$ cat config.mk
export PLATFORM = sky130hd
export DESIGN_NAME = pmc_top
export DESIGN_NICKNAME = d
export VERILOG_FILES = /design/src/shared/pmc_pkg.sv /design/src/logic/pmc_top.sv
export SDC_FILE = /design/constraint.sdc
export NUM_CORES = 1
export LEC_CHECK = 0
export BUFFER_PORTS_ARGS = -buffer_cell sky130_fd_sc_hd__buf_2
export CAP_MARGIN = 20
export CORE_ASPECT_RATIO = 0.9
export CORE_UTILIZATION = 48
export CTS_CLUSTER_DIAMETER = 30
export DETAILED_ROUTE_END_ITERATION = 10
export PLACE_DENSITY = 0.79
export SYNTH_ARGS = -nofsm -noshare
export SYNTH_HDL_FRONTEND = slang
export SYNTH_SLANG_ARGS = --single-unit
export TNS_END_PERCENT = 30
$ cat constraint.sdc
create_clock -name clk -period 1.98 [get_ports clk]
set_clock_uncertainty 0.15 [all_clocks]
set_input_delay 0.198 -clock clk [delete_from_list [all_inputs] [get_ports clk]]
set_output_delay 0.198 -clock clk [all_outputs]
set_load 0.01 [all_outputs]
$ cat src/shared/pmc_pkg.sv
// Package for the power mode controller: offsets, fields, states
package pmc_pkg;
  // Register byte offsets
  localparam logic [3:0] PMC_OFF_CTRL = 4'h0;
  localparam logic [3:0] PMC_OFF_STS = 4'h4;
  localparam logic [3:0] PMC_OFF_DBG = 4'h8;
  // Control register fields
  localparam int PMC_B_VREG = 0;
  localparam int PMC_B_DEPTH = 1;
  localparam int PMC_B_CLRW = 2;
  localparam int PMC_B_CLRS = 3;
  localparam int PMC_B_MEN = 4;
  localparam int PMC_B_SEL = 5;
  localparam int PMC_B_WPEN = 8;
  // Status register fields
  localparam int PMC_B_WEF = 0;
  localparam int PMC_B_SEF = 1;
  localparam int PMC_B_BELOW = 2;
  localparam int PMC_B_MODE = 4;
  // Debug register fields
  localparam int PMC_B_DBG_DS = 0;
  localparam int PMC_B_DBG_SB = 1;
  localparam logic [31:0] PMC_CTRL_RST = 32'h0000_0000;
  localparam logic [31:0] PMC_RDATA_ZERO = 32'h0000_0000;
  localparam logic [2:0] PMC_SEL_UNUSED = 3'h0;
  // Timing
  localparam int PMC_CLK_MHZ = 100;
  localparam int PMC_OSC_NS = 2000;
  localparam int PMC_REG_NS = 5000;
  localparam int PMC_OSC_CYC = (PMC_OSC_NS * PMC_CLK_MHZ + 999) / 1000;
  localparam int PMC_REG_CYC = (PMC_REG_NS * PMC_CLK_MHZ + 999) / 1000;
  localparam int PMC_CNT_W = 16;

  typedef enum logic [2:0] {
    PMC_RUN, PMC_SLEEP, PMC_DEEP, PMC_OSC_WAIT, PMC_REG_WAIT, PMC_STANDBY
  } pmc_state_t;

  // Core sleep request bundle
  typedef struct packed {
    logic wait_for_interrupt_instr;
    logic wait_for_event_instr;
    logic deep;
    logic after_exit;
    logic handler_ret;
  } pmc_core_req_t;

  // Standby wake sources
  typedef struct packed {
    logic ext_reset;
    logic watchdog;
    logic rtc_periodic;
    logic rtc_stamp;
    logic rtc_tamper;
    logic wakeup_pin;
    logic rtc_alarm;
  } pmc_sb_wake_t;

  // Power domain controls
  typedef struct packed {
    logic cpu_clk_en;
    logic core_clk_en;
    logic int_osc_en;
    logic ext_osc_en;
    logic pll_en;
    logic reg_on;
    logic reg_lp;
    logic core_pwr_on;
    logic core_reset_b;
    logic io_hiz;
    logic sysclk_int_osc;
    logic debug_alive;
  } pmc_pwr_t;
endpackage

$ cat src/logic/pmc_top.sv
// Power mode controller with supply monitor and Avalon-MM registers
//
// What this block does
// - Monitor runs when enabled with nonzero select, outside standby, 3-bit threshold
// - Below-threshold flag shows comparison result
// - Upward crossing pulses external interrupt line 16
// - No deep, no exit-bit: sleep on instruction
// - Exit-bit set: sleep on handler return
// - Sleep stops only processor clock
// - Interrupt-entered sleep wakes on peripheral interrupt
// - Event-entered sleep wakes on any event
// - Events: pending-as-event interrupt or event line
// - Regulator select: zero normal, one low power
// - Deep sleep stops core clocks, fast oscillators
// - Interrupt-entered deep sleep wakes on interrupt line
// - Event-entered deep sleep wakes on event line
// - Deep exit: enable internal oscillator, then select
// - Low-power regulator adds extra wake delay
// - Standby powers off regulator, core, oscillators
// - Standby puts pins in high impedance
// - Standby exits on listed reset or wake sources
// - Debug drops in deep modes unless kept
// - Depth select: zero deep sleep, one standby
// - Standby-entered flag set, cleared by write one
// - Wakeup flag set, cleared by write one
`timescale 1ns/100ps
module pmc_top #(
  parameter int OSC_CYC = pmc_pkg::PMC_OSC_CYC,
  parameter int REG_CYC = pmc_pkg::PMC_REG_CYC
) (
  // Clock and reset
  input wire logic clk,
  input wire logic rst_b,
  // Avalon-MM slave
  input wire logic [3:0] avs_address,
  input wire logic avs_read,
  input wire logic avs_write,
  input wire logic [31:0] avs_writedata,
  output logic [31:0] avs_readdata,
  output logic avs_waitrequest,
  // Processor core
  input wire pmc_pkg::pmc_core_req_t core_req,
  input wire logic periph_irq,
  input wire logic pend_event,
  input wire logic [15:0] ext_line_irq,
  input wire logic [15:0] ext_line_evt,
  // Analog and oscillator status
  input wire logic [7:0] supply_code,
  input wire logic int_osc_ready,
  // Standby wake sources
  input wire pmc_pkg::pmc_sb_wake_t sb_wake,
  // Outputs
  output pmc_pkg::pmc_pwr_t pwr,
  output logic ext_line16_pulse,
  output logic core_wake,
  output logic [2:0] monitor_threshold_select
);
  import pmc_pkg::*;

  pmc_state_t state_q;
  logic [31:0] ctrl_q;
  logic [1:0] dbg_q;
  logic wef_q, sef_q, below_q, below_prev_q, entered_wfe_q;
  logic [PMC_CNT_W-1:0] cnt_q;
  logic [7:0] sup_s1_q, sup_s2_q, sup_s3_q;
  logic osc_s1_q, osc_s2_q;
  pmc_sb_wake_t sb_s1_q, sb_s2_q, sb_prev_q;
  logic [15:0] ext_irq_s1_q, ext_irq_s2_q, ext_evt_s1_q, ext_evt_s2_q;
  logic irq_s1_q, irq_s2_q, pev_s1_q, pev_s2_q;

  logic monitor_enable, low_power_depth_select, regulator_low_power_select;
  logic sleep_req, wake_evt, sb_exit, sb_wakeup_event, wr_ctrl;
  logic [7:0] thr_code;

  // Threshold code for each select value
  function automatic logic [7:0] thr_of(input logic [2:0] sel);
    thr_of = {2'h0, sel, 3'h0} + 8'h70;
  endfunction

  assign monitor_enable = ctrl_q[PMC_B_MEN];
  assign low_power_depth_select = ctrl_q[PMC_B_DEPTH];
  assign regulator_low_power_select = ctrl_q[PMC_B_VREG];
  assign thr_code = thr_of(ctrl_q[PMC_B_SEL +: 3]);
  assign wr_ctrl = avs_write && avs_address == PMC_OFF_CTRL;

  // Input synchronisers
  always_ff @(posedge clk or negedge rst_b) begin
    if (!rst_b) begin
      sup_s1_q <= 8'h00;
      sup_s2_q <= 8'h00;
      sup_s3_q <= 8'h00;
      osc_s1_q <= 1'b0;
      osc_s2_q <= 1'b0;
      sb_s1_q <= '0;
      sb_s2_q <= '0;
      sb_prev_q <= '0;
      ext_irq_s1_q <= 16'h0000;
      ext_irq_s2_q <= 16'h0000;
      ext_evt_s1_q <= 16'h0000;
      ext_evt_s2_q <= 16'h0000;
      irq_s1_q <= 1'b0;
      irq_s2_q <= 1'b0;
      pev_s1_q <= 1'b0;
      pev_s2_q <= 1'b0;
    end else begin
      sup_s1_q <= supply_code;
      sup_s2_q <= sup_s1_q;
      sup_s3_q <= sup_s2_q;
      osc_s1_q <= int_osc_ready;
      osc_s2_q <= osc_s1_q;
      sb_s1_q <= sb_wake;
      sb_s2_q <= sb_s1_q;
      sb_prev_q <= sb_s2_q;
      ext_irq_s1_q <= ext_line_irq;
      ext_irq_s2_q <= ext_irq_s1_q;
      ext_evt_s1_q <= ext_line_evt;
      ext_evt_s2_q <= ext_evt_s1_q;
      irq_s1_q <= periph_irq;
      irq_s2_q <= irq_s1_q;
      pev_s1_q <= pend_event;
      pev_s2_q <= pev_s1_q;
    end
  end

  // Wake decoding
  assign wake_evt = pev_s2_q || (|ext_evt_s2_q);
  assign sb_wakeup_event = (sb_s2_q.wakeup_pin && !sb_prev_q.wakeup_pin) ||
    (sb_s2_q.rtc_alarm && !sb_prev_q.rtc_alarm) || sb_s2_q.rtc_periodic ||
    sb_s2_q.rtc_stamp || sb_s2_q.rtc_tamper;
  assign sb_exit = sb_wakeup_event || sb_s2_q.ext_reset ||
    sb_s2_q.watchdog;
  assign sleep_req = core_req.after_exit ? core_req.handler_ret
    : (core_req.wait_for_interrupt_instr || core_req.wait_for_event_instr);

  // Control register
  always_ff @(posedge clk or negedge rst_b) begin
    if (!rst_b) begin
      ctrl_q <= PMC_CTRL_RST;
    end else if (state_q == PMC_STANDBY && sb_exit) begin
      ctrl_q <= PMC_CTRL_RST;
    end else if (wr_ctrl && !avs_waitrequest) begin
      ctrl_q <= {23'h0, avs_writedata[PMC_B_WPEN:PMC_B_MEN], 2'h0,
        avs_writedata[PMC_B_DEPTH:PMC_B_VREG]};
    end
  end

  // Debug keep-alive register
  always_ff @(posedge clk or negedge rst_b) begin
    if (!rst_b) begin
      dbg_q <= 2'h0;
    end else if (avs_write && !avs_waitrequest &&
                 avs_address == PMC_OFF_DBG) begin
      dbg_q <= avs_writedata[1:0];
    end
  end

  // Supply monitor
  always_ff @(posedge clk or negedge rst_b) begin
    if (!rst_b) begin
      below_q <= 1'b0;
      below_prev_q <= 1'b0;
      ext_line16_pulse <= 1'b0;
      monitor_threshold_select <= 3'h0;
    end else begin
      monitor_threshold_select <= ctrl_q[PMC_B_SEL +: 3];
      if (monitor_enable && ctrl_q[PMC_B_SEL +: 3] != PMC_SEL_UNUSED &&
          state_q != PMC_STANDBY && sup_s2_q == sup_s3_q) begin
        below_q <= sup_s2_q < thr_code;
      end
      below_prev_q <= below_q;
      ext_line16_pulse <= below_prev_q && !below_q && monitor_enable;
    end
  end

  // Standby flags, set wins over clear
  always_ff @(posedge clk or negedge rst_b) begin
    if (!rst_b) begin
      wef_q <= 1'b0;
      sef_q <= 1'b0;
    end else begin
      if (state_q == PMC_STANDBY && sb_wakeup_event) begin
        wef_q <= 1'b1;
      end else if (wr_ctrl && !avs_waitrequest &&
                   avs_writedata[PMC_B_CLRW]) begin
        wef_q <= 1'b0;
      end
      if (state_q == PMC_DEEP && low_power_depth_select) begin
        sef_q <= 1'b1;
      end else if (wr_ctrl && !avs_waitrequest &&
                   avs_writedata[PMC_B_CLRS]) begin
        sef_q <= 1'b0;
      end
    end
  end

  // Mode sequencer
  always_ff @(posedge clk or negedge rst_b) begin
    if (!rst_b) begin
      state_q <= PMC_RUN;
      entered_wfe_q <= 1'b0;
      cnt_q <= '0;
      core_wake <= 1'b0;
    end else begin
      core_wake <= 1'b0;
      case (state_q)
        PMC_RUN: begin
          cnt_q <= '0;
          if (sleep_req) begin
            entered_wfe_q <= core_req.wait_for_event_instr;
            state_q <= core_req.deep ? PMC_DEEP : PMC_SLEEP;
          end
        end
        PMC_SLEEP: begin
          if (entered_wfe_q ? wake_evt : irq_s2_q) begin
            state_q <= PMC_RUN;
            core_wake <= 1'b1;
          end
        end
        PMC_DEEP: begin
          if (low_power_depth_select) begin
            state_q <= PMC_STANDBY;
          end else if (entered_wfe_q ? (|ext_evt_s2_q)
                       : (|ext_irq_s2_q)) begin
            state_q <= PMC_OSC_WAIT;
          end
        end
        PMC_OSC_WAIT: begin
          if (osc_s2_q && 32'(cnt_q) >= OSC_CYC - 1) begin
            cnt_q <= '0;
            if (regulator_low_power_select) begin
              state_q <= PMC_REG_WAIT;
            end else begin
              state_q <= PMC_RUN;
              core_wake <= 1'b1;
            end
          end else if (32'(cnt_q) < OSC_CYC) begin
            cnt_q <= cnt_q + 1'b1;
          end
        end
        PMC_REG_WAIT: begin
          if (32'(cnt_q) >= REG_CYC - 1) begin
            state_q <= PMC_RUN;
            core_wake <= 1'b1;
          end else begin
            cnt_q <= cnt_q + 1'b1;
          end
        end
        PMC_STANDBY: begin
          if (sb_exit) begin
            state_q <= PMC_RUN;
            core_wake <= 1'b1;
          end
        end
        default: state_q <= PMC_RUN;
      endcase
    end
  end

  // Power domain outputs
  always_ff @(posedge clk or negedge rst_b) begin
    if (!rst_b) begin
      pwr <= '{cpu_clk_en: 1'b1, core_clk_en: 1'b1, int_osc_en: 1'b1,
        ext_osc_en: 1'b1, pll_en: 1'b1, reg_on: 1'b1, reg_lp: 1'b0,
        core_pwr_on: 1'b1, core_reset_b: 1'b0, io_hiz: 1'b0,
        sysclk_int_osc: 1'b1, debug_alive: 1'b1};
    end else begin
      pwr.cpu_clk_en <= state_q == PMC_RUN;
      pwr.core_clk_en <= state_q == PMC_RUN || state_q == PMC_SLEEP;
      pwr.int_osc_en <= state_q != PMC_DEEP && state_q != PMC_STANDBY;
      pwr.ext_osc_en <= state_q == PMC_RUN || state_q == PMC_SLEEP;
      pwr.pll_en <= state_q == PMC_RUN || state_q == PMC_SLEEP;
      pwr.reg_on <= state_q != PMC_STANDBY;
      pwr.reg_lp <= state_q == PMC_DEEP && regulator_low_power_select;
      pwr.core_pwr_on <= state_q != PMC_STANDBY;
      pwr.core_reset_b <= !(state_q == PMC_STANDBY);
      pwr.io_hiz <= state_q == PMC_STANDBY;
      if (state_q == PMC_DEEP && !low_power_depth_select) begin
        pwr.sysclk_int_osc <= 1'b0;
      end else if ((state_q == PMC_OSC_WAIT && osc_s2_q) ||
                   state_q == PMC_STANDBY) begin
        pwr.sysclk_int_osc <= 1'b1;
      end
      pwr.debug_alive <= (state_q == PMC_RUN || state_q == PMC_SLEEP) ||
        (state_q == PMC_STANDBY ? dbg_q[PMC_B_DBG_SB]
         : dbg_q[PMC_B_DBG_DS]);
    end
  end

  // Avalon slave: one wait cycle on every access
  always_ff @(posedge clk or negedge rst_b) begin
    if (!rst_b) begin
      avs_waitrequest <= 1'b1;
      avs_readdata <= PMC_RDATA_ZERO;
    end else begin
      avs_waitrequest <= !((avs_read || avs_write) && avs_waitrequest);
      if (avs_read && avs_waitrequest) begin
        case (avs_address)
          PMC_OFF_CTRL: avs_readdata <= {ctrl_q[31:4], 2'h0,
            ctrl_q[PMC_B_DEPTH:PMC_B_VREG]};
          PMC_OFF_STS: avs_readdata <= {25'h0, state_q, 1'b0, below_q,
            sef_q, wef_q};
          PMC_OFF_DBG: avs_readdata <= {30'h0, dbg_q};
          default: avs_readdata <= PMC_RDATA_ZERO;
        endcase
      end
    end
  end
endmodule // pmc_top

==> reports/summary.txt <==
top_reg_cell synth: dfrtp_1
Leak Pwr: 3.876 nW
first-pass GRT wire length: 21.85 mm
top-count cell post-synth: dfrtp_1
async set or reset register ratio after synthesis: 1.000
area of the multi-input gates: 1700 um2
dpl hpwl: 7.746 mm
die width: 119.3 um
register area: 4170 um2
crit path cell chain: nor4_4 -> nor4b_4 -> buf_4 -> a31oi_4 -> nor2b_4 -> buf_6 -> nand2_2 -> mux2i_1
DR WL/cell: 16.50 um
Routed WL: 13.58 mm
synthesized flop and latch total: 166
Reg2Reg Depth: 8
diodes inserted: 0
Crit Reg-Reg Startpoint: cnt_q[9]$_DFFE_PN0P_
Max Buffers Root-to-Sink: 2
largest family of logic cells by synthesized area: simple AND/OR/NAND/NOR gates
Die Area: 12840 um2
Initial Util: 0.4924
Synth Area in Simple Gates: 0.1229
TritonCTS clock tree: built
DRC violations left: 0
worst setup margin: -141.3 ps
endpoints failing setup: 16
maximum vdd ir drop: 767.7 uV
number of DRC markers in iteration 0: 139
number of flops mapped to enable cells by yosys: 0
max_slew headroom: 0.6579
RSZ-0062 raised after global routing: true
register clock-pin slew on the reported worst setup and hold paths: 70 ps
Warnings, synthesis: 0
WP data required: 2160 ps
delay of the slowest critical-path stage: 400 ps
Post-Synth Adder-Cell Area: 0.01262
count of cell types in the netlist: 60
final period utilization: 1.071
later-pin clock latency in the skew report: 420 ps
final hold violations: 0
Worst R2R End: cnt_q[0]$_DFFE_PN0P_
Placer Congestion: 0.8693
via count: 4083
Pre-antenna DRT Iters: 4
area grow syn2layout: 38.80%
total track usage: 0.2281
Root Driver: clkbuf_16
status: finished, violations left
Post-synth top cells: dfrtp_1 (159), nor2_1 (39), buf_4 (29), nand2_1 (24), o21ai_0 (14)
Slowest-stage cell, CP: dfrtp_1
post-synth top area cell: dfrtp_1
syn_area_per_cell: 13.86 um2
Power per Cell Area: 1138 nW/um2
Mapped Cells: 429
hold_sp: avs_address[1]
min Tclk post-route: 2121 ps
IO Count: 145
MaxCap Viol Count: 0
worst path arrival time: 2300 ps
Achievable Freq: 471.4 MHz
Synth Area in Compound Gates: 0.07216
area of the core: 12080 um2
antenna-violating nets left: 0
row cnt: 38
final net count: 751
vias per inst: 4.961
Final Max Slew Viols: 0
Layout fillers: 794
Hold Path Depth: 3
cell area after technology mapping: 5947 um2
initial antenna violation count: 0
critical path peak fanout: 6
Hold WS: 16.30 ps
ranking of synthesized cells by area: dfrtp_1 (67%), buf_4 (3.7%), dfstp_2 (3.1%), nor2_1 (2.5%), mux2i_1 (2.2%)
Setup WS pre-CTS: -157.4 ps
vias in the first global route: 4507
crit start category: flip-flop
share of cells above drive strength 1: 0.3439
Hold WC Path Type: in2reg
largest net degree at the start of global routing: 55
Min-Delay Endpoint: avs_readdata[0]$_DFFE_PN0P_
Die Y: 107.6 um
WS Path Type: reg2reg
H-tree levels: 4
Synth Area in XOR/XNOR: 0.01767
clock sink total: 166
Worst R2R Setup Slack: -140 ps
worst slew pin tran: 506.7 ps
gr ovfl total: 0
fraction of synthesized area in multiplexers: 0.02819
failing checks: negative setup slack
crit end category: flip-flop
Seq/Total Area, Yosys: 0.7000
cts bufs inserted: 17
I/O Buffers: 97
Synth top area share: 0.6691
-- per-layer routing --
layer	part of all wire	up-vias	global-route usage
met5	0	-	0
met4	0.031	0	0.1241
met3	0.050	42	0.06197
met2	0.53	156	0.3949
met1	0.39	2004	0.2583
li1	-	1881	-
-- per-stage QoR --
stage	total power, mW	utilization	instance area (um2)	std cells	setup TNS [ps]
floorplan	5.218	-	6055	452	-50.79
global placement	5.912	0.5690	6872	719	-560.4
detailed placement	6.012	0.5690	6872	719	-2009
CTS	9.241	0.6742	8142	819	-1550
global route	9.840	0.6835	8254	823	-3081
finish	9.395	0.6835	8254	823	-1135
-- what timing repair did --
action / CTS / global route
hold buffers: 67 / 0
endpoints found under the setup margin: 20 / 30
setup buffers: 1 / 4
resized for setup: 9 / 20
endpoints found under the hold margin: 151 / 0
pin swaps: 8 / 6
-- critical path, delay by kind of cell (launching register included) --
family                 cells  cell delay [ps]
multiplexers               1              140
flip-flops                 1              400
buffers and inverters      2              320
AND/OR/NAND/NOR            4              880
AO/OA/AOI/OAI              1              150
-- cell families after synthesis --
family	after synthesis
mux	16
buf+inv	43
simple gates	130
xor+xnor	12
flops	166
fa+ha+maj	6
other cells	1
compound gates	55
-- final cells by class --
class	instances	area share
Inverter	9	0.004093
Sequential cell	166	0.5052
Tap cell	160	0.02425
Clock buffer	17	0.05154
Multi-Input combinational cell	243	0.2060
Clock inverter	15	0.01652
Timing Repair Buffer	213	0.1924
-- flip-flops by register name, summed over array words and instances, names as in the netlist, 2 cells and up --
name and flops:
avs_readdata 8, sb_s2_q 7, sb_prev_q 2, state_q 3
pwr 9, sb_s1_q 7, ext_evt_s2_q 16, sup_s1_q 8
ext_evt_s1_q 16, ext_irq_s1_q 16, sup_s2_q 8, ext_irq_s2_q 16
monitor_threshold_select 3, ctrl_q 7, cnt_q 16, dbg_q 2
sup_s3_q 8
-- report_power, final --
part | switching [mW] | internal, mW | total (mW) | leakage [nW]
Clock | 1.44 | 1.66 | 3.10 | 0.274
Combinational | 1.11 | 1.10 | 2.21 | 1.60
Sequential | 0.297 | 3.80 | 4.09 | 2.00
Total | 2.84 | 6.55 | 9.40 | 3.88
-- placed cells by master, fill, tap and decap left out, types with 5 or more instances in the layout --
cell	instances
a21oi_1	7
nor2b_1	6
ha_1	5
dfrtp_1	153
conb_1	24
nor2_1	37
a31oi_1	5
dlygate4sd3_1	67
a22o_1	5
clkbuf_16	17
dfrtp_2	6
nor3_1	7
inv_1	9
nand3_1	5
buf_2	96
nor4_1	7
buf_4	43
o21ai_0	11
nand2_1	23
xnor2_1	12
mux2i_1	13
inv_6	5
dfstp_2	7
-- worst max path at each step --
stage	from	endpoint	slack (ps)	depth (start not counted)
floorplan	cnt_q[10]$_DFFE_PN0P_	state_q[2]$_DFFE_PN0P_	-50	6
global placement	state_q[0]$_DFFE_PN0P_	state_q[2]$_DFFE_PN0P_	-110	6
detailed placement	cnt_q[9]$_DFFE_PN0P_	cnt_q[12]$_DFFE_PN0P_	-160	7
CTS	cnt_q[13]$_DFFE_PN0P_	cnt_q[7]$_DFFE_PN0P_	-130	7
global route	cnt_q[9]$_DFFE_PN0P_	cnt_q[2]$_DFFE_PN0P_	-260	7
finish	cnt_q[9]$_DFFE_PN0P_	cnt_q[0]$_DFFE_PN0P_	-140	8
Note: power is estimated with default switching activity, not from simulation.
